===== src/tmz_defs.vh =====
// constants for the timer-zero block with its shared prescaler
`ifndef TMZ_DEFS_VH
`define TMZ_DEFS_VH

// ==========================================================
// register offsets
`define TMZ_ADDR_COUNT      8'h01
`define TMZ_ADDR_OPTION     8'h81
`define TMZ_ADDR_INTCTL     8'h8b
`define TMZ_ADDR_EVSTAT     8'h9e
`define TMZ_ADDR_EVMASK     8'h9f

// ==========================================================
// reset values
`define TMZ_RST_COUNT       8'h00
`define TMZ_RST_OPTION      8'hff
`define TMZ_RST_INTCTL      8'h00
`define TMZ_RST_EVSTAT      2'h0
`define TMZ_RST_EVMASK      2'h0

// ==========================================================
// field positions, timer_option_control
`define TMZ_OPT_CS          5
`define TMZ_OPT_EDGE        4
`define TMZ_OPT_PSA         3
`define TMZ_OPT_RATE_HI     2
`define TMZ_OPT_RATE_LO     0

// field positions, interrupt_control
`define TMZ_INT_OVF_EN      5
`define TMZ_INT_OVF_FLAG    2

// field positions, event status and mask
`define TMZ_EV_OVF          0
`define TMZ_EV_WDT          1

// ==========================================================
// timing
`define TMZ_CLK_NS          100
`define TMZ_PIN_MARGIN_NS   20
`define TMZ_WR_INHIBIT      2'h2
`define TMZ_PHASE_Q2        2'h1
`define TMZ_PHASE_Q4        2'h3
`define TMZ_COUNT_MAX       8'hff

`endif


===== src/tmz_timer0.v =====
// timer zero: 8-bit timer/counter with prescaler shared with watchdog
//
// How it works
// - clock source select clear: count increments each instruction cycle while the assign bit gives the prescaler to the watchdog
// - a count write stalls incrementing for the next two instruction cycles
// - clock source select set: count follows edges of the external pin
// - edge select clear counts rising edges, set counts falling edges
// - count wrapping from ff to 00 sets the overflow flag
// - overflow request passes only while overflow enable bit is set
// - overflow flag stays set until software clears it
// - timer halts during sleep, so overflow cannot wake the core
// - external count, after prescaler, is sampled on phase two and four
// - one 8-bit prescaler serves timer or watchdog, assign bit chooses
// - three-bit rate field selects the prescale ratio
// - prescaler counter has no read or write path
// - count write clears prescaler while it belongs to the timer
// - watchdog clear clears watchdog and prescaler when watchdog owns it
//
// Decided for this implementation: strobed register access.
`include "tmz_defs.vh"

module tmz_timer0
#(
  parameter WDT_W = 8
)
(
  input  wire       i_mclk,
  input  wire       i_rst_n,
  input  wire       i_ce,
  input  wire [7:0] i_addr,
  input  wire [7:0] i_wdata,
  input  wire       i_wr,
  input  wire       i_rd,
  output wire [7:0] o_rdata,
  input  wire       i_count_pin,
  input  wire       i_sleep,
  input  wire       i_wdt_base,
  input  wire       i_wdt_clear,
  output wire       o_wdt_timeout,
  output wire       o_irq
);

  // ==========================================================
  // state
  reg  [1:0]       phase_q;
  reg              pin_s1_q;
  reg              pin_s2_q;
  reg              pin_s3_q;
  reg  [7:0]       pre_q;
  reg  [7:0]       cnt_q;
  reg  [1:0]       inh_q;
  reg              pend_q;
  reg  [WDT_W-1:0] wdt_q;
  reg  [7:0]       opt_q;
  reg  [7:0]       intc_q;
  reg  [1:0]       evst_q;
  reg  [1:0]       evmk_q;
  reg  [7:0]       rdata_q;
  reg              irq_q;
  reg              wdto_q;

  // ==========================================================
  // decode
  wire       wr_cnt  = i_wr & (i_addr == `TMZ_ADDR_COUNT);
  wire       wr_opt  = i_wr & (i_addr == `TMZ_ADDR_OPTION);
  wire       wr_intc = i_wr & (i_addr == `TMZ_ADDR_INTCTL);
  wire       wr_evst = i_wr & (i_addr == `TMZ_ADDR_EVSTAT);
  wire       wr_evmk = i_wr & (i_addr == `TMZ_ADDR_EVMASK);

  wire       cs      = opt_q[`TMZ_OPT_CS];
  wire       edge_f  = opt_q[`TMZ_OPT_EDGE];
  wire       prescaler_assign     = opt_q[`TMZ_OPT_PSA];
  wire [2:0] rate    = opt_q[`TMZ_OPT_RATE_HI:`TMZ_OPT_RATE_LO];

  wire       awake   = ~i_sleep;
  wire       q2      = (phase_q == `TMZ_PHASE_Q2);
  wire       q4      = (phase_q == `TMZ_PHASE_Q4);

  // ==========================================================
  // external pin edge, read only after the second flop
  wire pin_rise = pin_s2_q & ~pin_s3_q;
  wire pin_fall = ~pin_s2_q & pin_s3_q;
  wire pin_evt  = edge_f ? pin_fall : pin_rise;

  // timer source: instruction cycle or pin edge, frozen asleep
  wire tmr_src  = awake & (cs ? pin_evt : q4);

  // ==========================================================
  // prescaler: per-bit masks for the two ratio tables
  wire [7:0] mask_t;
  wire [7:0] mask_w;
  genvar g;
  generate
    for (g = 0; g < 8; g = g + 1)
    begin : g_mask
      assign mask_t[g] = (rate >= g);
      assign mask_w[g] = (rate > g);
    end
  endgenerate

  wire [7:0] mask    = prescaler_assign ? mask_w : mask_t;
  wire       pre_in  = prescaler_assign ? i_wdt_base : tmr_src;
  wire       pre_out = pre_in & (&(pre_q | ~mask));
  wire       pre_clr = (wr_cnt & ~prescaler_assign)
                     | (i_wdt_clear & prescaler_assign);

  // ==========================================================
  // counting path
  wire tmr_in  = prescaler_assign ? tmr_src : pre_out;
  // counter mode result is only taken at phase two and four
  wire samp    = awake & pend_q & (q2 | q4);
  wire inc     = cs ? samp : tmr_in;
  wire do_inc  = inc & (inh_q == 2'h0) & ~wr_cnt;
  wire ovf     = do_inc & (cnt_q == `TMZ_COUNT_MAX);

  wire wdt_in  = prescaler_assign ? pre_out : i_wdt_base;
  wire wdt_end = wdt_in & (&wdt_q);

  // ==========================================================
  // phase clock and pin synchroniser
  always @(posedge i_mclk or negedge i_rst_n)
  begin
    if (!i_rst_n)
    begin
      phase_q  <= 2'h0;
      pin_s1_q <= 1'b0;
      pin_s2_q <= 1'b0;
      pin_s3_q <= 1'b0;
    end
    else if (i_ce)
    begin
      phase_q  <= phase_q + 2'h1;
      pin_s1_q <= i_count_pin;
      pin_s2_q <= pin_s1_q;
      pin_s3_q <= pin_s2_q;
    end
  end

  // ==========================================================
  // prescaler, invisible to the register port
  always @(posedge i_mclk or negedge i_rst_n)
  begin
    if (!i_rst_n)
    begin
      pre_q <= 8'h00;
    end
    else if (i_ce)
    begin
      if (pre_clr)
      begin
        pre_q <= 8'h00;
      end
      else if (pre_in)
      begin
        pre_q <= pre_q + 8'h01;
      end
    end
  end

  // ==========================================================
  // count register, pending sample, write inhibit
  always @(posedge i_mclk or negedge i_rst_n)
  begin
    if (!i_rst_n)
    begin
      cnt_q  <= `TMZ_RST_COUNT;
      inh_q  <= 2'h0;
      pend_q <= 1'b0;
    end
    else if (i_ce)
    begin
      if (wr_cnt)
      begin
        cnt_q <= i_wdata;
      end
      else if (do_inc)
      begin
        cnt_q <= cnt_q + 8'h01;
      end
      // a write always restarts the two-cycle stall
      if (wr_cnt)
      begin
        inh_q <= `TMZ_WR_INHIBIT;
      end
      else if (q4 && inh_q != 2'h0)
      begin
        inh_q <= inh_q - 2'h1;
      end
      // a fresh event in the sampling cycle keeps the latch set
      if (cs & tmr_in)
      begin
        pend_q <= 1'b1;
      end
      else if (samp | ~cs)
      begin
        pend_q <= 1'b0;
      end
    end
  end

  // ==========================================================
  // watchdog counter
  always @(posedge i_mclk or negedge i_rst_n)
  begin
    if (!i_rst_n)
    begin
      wdt_q  <= {WDT_W{1'b0}};
      wdto_q <= 1'b0;
    end
    else if (i_ce)
    begin
      wdto_q <= wdt_end & ~i_wdt_clear;
      if (i_wdt_clear)
      begin
        wdt_q <= {WDT_W{1'b0}};
      end
      else if (wdt_in)
      begin
        wdt_q <= wdt_q + {{(WDT_W-1){1'b0}}, 1'b1};
      end
    end
  end

  // ==========================================================
  // control and interrupt registers
  always @(posedge i_mclk or negedge i_rst_n)
  begin
    if (!i_rst_n)
    begin
      opt_q  <= `TMZ_RST_OPTION;
      intc_q <= `TMZ_RST_INTCTL;
      evst_q <= `TMZ_RST_EVSTAT;
      evmk_q <= `TMZ_RST_EVMASK;
      irq_q  <= 1'b0;
    end
    else if (i_ce)
    begin
      if (wr_opt)
      begin
        opt_q <= i_wdata;
      end
      if (wr_intc)
      begin
        intc_q <= i_wdata;
      end
      // hardware set wins over a software clear
      if (ovf)
      begin
        intc_q[`TMZ_INT_OVF_FLAG] <= 1'b1;
      end
      if (wr_evmk)
      begin
        evmk_q <= i_wdata[1:0];
      end
      evst_q[`TMZ_EV_OVF] <= ovf
        | (evst_q[`TMZ_EV_OVF] & ~(wr_evst & i_wdata[`TMZ_EV_OVF]));
      evst_q[`TMZ_EV_WDT] <= (wdt_end & ~i_wdt_clear)
        | (evst_q[`TMZ_EV_WDT] & ~(wr_evst & i_wdata[`TMZ_EV_WDT]));
      irq_q <= (evst_q[`TMZ_EV_OVF] & evmk_q[`TMZ_EV_OVF]
                & intc_q[`TMZ_INT_OVF_EN])
             | (evst_q[`TMZ_EV_WDT] & evmk_q[`TMZ_EV_WDT]);
    end
  end

  // ==========================================================
  // read port, data one cycle after the strobe
  always @(posedge i_mclk or negedge i_rst_n)
  begin
    if (!i_rst_n)
    begin
      rdata_q <= 8'h00;
    end
    else if (i_ce)
    begin
      if (i_rd)
      begin
        case (i_addr)
          `TMZ_ADDR_COUNT:  rdata_q <= cnt_q;
          `TMZ_ADDR_OPTION: rdata_q <= opt_q;
          `TMZ_ADDR_INTCTL: rdata_q <= intc_q;
          `TMZ_ADDR_EVSTAT: rdata_q <= {6'h00, evst_q};
          `TMZ_ADDR_EVMASK: rdata_q <= {6'h00, evmk_q};
          default:          rdata_q <= 8'h00;
        endcase
      end
      else
      begin
        rdata_q <= 8'h00;
      end
    end
  end

  assign o_rdata       = rdata_q;
  assign o_irq         = irq_q;
  assign o_wdt_timeout = wdto_q;

endmodule // tmz_timer0


===== config.mk =====
export PLATFORM = sky130hd
export DESIGN_NAME = tmz_timer0
export DESIGN_NICKNAME = d
export VERILOG_FILES = /design/src/tmz_timer0.v
export VERILOG_INCLUDE_DIRS = /design/src
export SDC_FILE = /design/constraint.sdc
export NUM_CORES = 1
export LEC_CHECK = 0
export BUFFER_PORTS_ARGS = -buffer_cell sky130_fd_sc_hd__clkbuf_2
export CORE_MARGIN = 2
export CORE_UTILIZATION = 45
export DETAILED_ROUTE_END_ITERATION = 7
export GPL_TIMING_DRIVEN = 0
export HOLD_SLACK_MARGIN = 0.02
export PLACE_DENSITY = 0.63
export SYNTH_ARGS = -nofsm -noshare
export SYNTH_HDL_FRONTEND = slang
export SYNTH_SLANG_ARGS = --single-unit

===== constraint.sdc =====
create_clock -name i_mclk -period 2.99 [get_ports i_mclk]
set_clock_uncertainty 0.2 [all_clocks]
set_input_delay 0.1495 -clock i_mclk [delete_from_list [all_inputs] [get_ports i_mclk]]
set_output_delay 0.1495 -clock i_mclk [all_outputs]
set_load 0.01 [all_outputs]

==> results by group <==
Route
  • Detailed Route WL: roughly 8200 microns
  • Drt wl/cell: 16.6 microns
  • DR iter-0 viols: 195
  • DRT Pass-1 Iters: 5
  • DRC: 0
  • Routed Antenna Nets: 0
  • Vias per Instance: roughly 5.8
  • Via count: 2837

Outcome
  • Status: complete, no violations

Critical path
  • Number of stages on the worst setup path: 7
  • Buffers & Inverters on Critical Path: 0
  • Setup CP Type: flop to flop
  • Critical path peak fanout: 10
  • Reg2reg path depth: 7
  • Delay-heaviest family, CP: simple AND/OR/NAND/NOR gates
  • Slowest cell on crit path: dfstp_2
  • Critical Path RT: between 3 and 4 ns
  • Slowest stage delay, CP: about 0.60 ns
  • Setup crit end kind: flop
  • Critical Path AT: ~2.7 ns
  • Crit start category: flop
  • Critical path cell sequence: nor2_1, a211oi_1, o32ai_1, o31ai_2, nand3_2, or4b_4, o211ai_2

Clocking
  • Post-cts gate resize count: 0
  • Num Clock Sinks: 62
  • Num CTS Buffers: 9
  • Clock-pin slew on the worst setup and hold paths: 0.07 ns
  • Worst-Skew Late Latency: about 0.35 ns
  • Clock root cell: clkbuf_8
  • H-tree depth: 3
  • CTS max path bufs: 2
  • CTS tree: done

Finish
  • Ant diodes: 0
  • Nets: 420
  • Area delta synth->final: 19.0%
  • Register Area: approximately 1600 sq um
  • Share of cells above drive strength 1: 23.9%
  • Fill cells: a little under 700
  • Area of the multi-input gates: 1740 sq um

Die
  • DIE HEIGHT: slightly above 90 microns
  • Cell Rows: 31
  • Ports: 35
  • Core ar.: approximately 7300 sq um
  • Initial Util: about 47%
  • Horiz. Die Dim: between 90 and 100 microns
  • Die Area: slightly above 8000 sq um

Timing
  • Setup_tns: 0 ns
  • Achievable Freq: approximately 380 MHz
  • Min Clock Period, post-route: roughly 2.6 ns
  • Unrepaired setup endpoints after global routing: false
  • Setup-failing EPs final: 0
  • Worst Max-Slew Pin Slew: about 0.85 ns
  • Slew HR: between 40% and 50%
  • Slew Limit Fails: 0
  • Tcrit/Tclk final: between 80% and 90%
  • Fin. Hold Viols: 0

Power
  • Final Power: ~2.3 mW
  • Power per cell area: 566 nW/um^2
  • VDD IR max: approximately 0.3 mV
  • Pleak: 1.75 nW

Global routing
  • Total gr overflow: 0
  • First-pass GRT wire length: roughly 14000 microns
  • GR Util All Layers: between 20% and 30%
  • Antenna violations before repair: 0
  • Largest net degree at the start of global routing: between 60 and 70
  • Number of global-route vias before repair: roughly 2800

Place
  • GP Congestion: around 0.85
  • HPWL Detailed: around 5700 microns
  • # port buffers: 32

Hold path
  • Hold Crit Class: input pin to flop
  • WHS Path Cells: 5

Yosys
  • Syn Std Cell Area: 3420 sq um
  • Ys Warns: 0
  • Dominant synthesized flop cell: dfrtp_1
  • Yosys top cell by area: dfrtp_1
  • Synthesized flop and latch total: between 60 and 70
  • Synth top area cells: dfrtp_1, mux2_2, dfstp_2
  • Count of cell types in the netlist: 63
  • Post-synth top area share: approximately two fifths
  • Ys async rst share: between 90% and 100%
  • Mapped Avg Cell Area: just over 10 sq um
  • Synth Instances: 332
  • Syn_nets: ~360
  • Sequential area share after synthesis: a little under half
  • EDFF count, synth: 0

Run
  • Max_cap viols: 0
[worst min-delay path: stages]
cell and delay [ns]:
clkbuf_2 0.13, nand2_1 0.07, nor3_1 0.05, nand2_1 0.06
a32o_1 0.11
[sequential cells by signal, indices dropped and copies added, names as in the netlist, 2 cells and up]
register / count
evst_q: 2
pre_q: 8
evmk_q: 2
wdt_q: 8
cnt_q: 8
inh_q: 2
phase_q: 2
o_rdata: 8
intc_q: 8
opt_q: 8
[placed cells by master (no fill, tap or decap), drive strengths merged, types with 5 or more instances in the layout]
cell	n
a211oi	6
a21oi	7
a222oi	6
and3	5
buf	7
clkbuf	51
dfrtp	54
dfstp	8
dlygate4sd3	14
ha	6
inv	12
mux2	21
mux2i	5
nand2	26
nand3	14
nor2	29
nor3	7
o211ai	5
o21ai	13
o22a	5
o2bb2ai	11
or3	6
[cell type report]
cell class / instances / share of cell area, %
Multi-Input combinational cell: 241 / 42.8
Sequential cell: 62 / 38.4
Timing Repair Buffer: 46 / 7.45
Clock buffer: 9 / 3.05
Tap cell: 99 / 3.05
Clock inverter: 7 / 2.43
Buffer: 17 / 1.69
Inverter: 12 / 1.11
[path summary, 6_finish.rpt]
path                           from          to  slack [ns]
setup / recovery           opt_q[3]    wdt_q[2]        0.38
hold / removal                 i_wr   evst_q[0]        0.05
setup reg to reg           opt_q[3]    wdt_q[2]        0.38
max in group asynchronous   i_rst_n    cnt_q[3]        1.77
hold reg to reg            inh_q[0]    inh_q[0]        0.29
min in group asynchronous   i_rst_n  o_rdata[0]        0.26
[synth_stat cells (all sizes together) (4+ instances only)]
| library cell | count |
|---|---|
| ha | 6 |
| nand2b | 4 |
| clkbuf | 10 |
| or3 | 6 |
| xor2 | 4 |
| nor2 | 29 |
| a222oi | 6 |
| nand3 | 14 |
| o22a | 5 |
| dfstp | 8 |
| nand4 | 4 |
| o21ai | 13 |
| dfrtp | 54 |
| mux2i | 5 |
| and3 | 5 |
| o2bb2ai | 11 |
| a211oi | 6 |
| o211ai | 5 |
| nand2 | 26 |
| nor2b | 4 |
| a21oi | 7 |
| a221oi | 4 |
| mux2 | 21 |
| nor3 | 7 |
| inv | 12 |
| buf | 7 |
[layer usage]
metal,share of wire [%],GRT usage [%],up-vias
met1,47,29.3,1384
met5,0,0,-
li1,-,-,1367
met3,5.0,6.47,14
met4,1.8,7.83,0
met2,46,32.0,72
[logic make-up after synthesis]
logic type / share of synthesized area, %
and+or+nand+nor: 18.2
AOI/OAI and AO/OA: 19.7
DFF: 45.7
buffers and inverters: 3.33
muxes: 8.39
adders and majority gates: 2.86
xor gates and xnor gates: 1.79
[stage by stage]
step / hold slack, ns / worst slack, ns / cells / instance area, sq um / util, %
2_1_floorplan: -0.346 / 0.676 / 332 / 3420 / -
3_3_place_gp: 0.186 / 0.411 / 463 / 3700 / 50.7
3_5_place_dp: 0.141 / 0.404 / 463 / 3700 / 50.8
4_1_cts: 0.0288 / 0.381 / 493 / 4070 / 55.7
5_1_grt: 0.0641 / 0.194 / 493 / 4070 / 55.7
6_report: 0.0511 / 0.378 / 493 / 4070 / 55.7
[report_power, final]
part | leakage [nW] | internal [mW] | switching [mW] | total, mW
Combinational | 0.849 | 0.204 | 0.222 | 0.426
Sequential | 0.799 | 0.942 | 0.116 | 1.06
Clock | 0.0977 | 0.469 | 0.347 | 0.816
[repair_timing]
| action | CTS | global route |
|---|---|---|
| hold buffers | 14 | 0 |
| buffers inserted | 0 | 0 |
| endpoints found under the hold margin | 84 | 0 |
| setup endpoints to repair | 0 | 0 |
No activity file was read; power rests on OpenSTA's default activity.
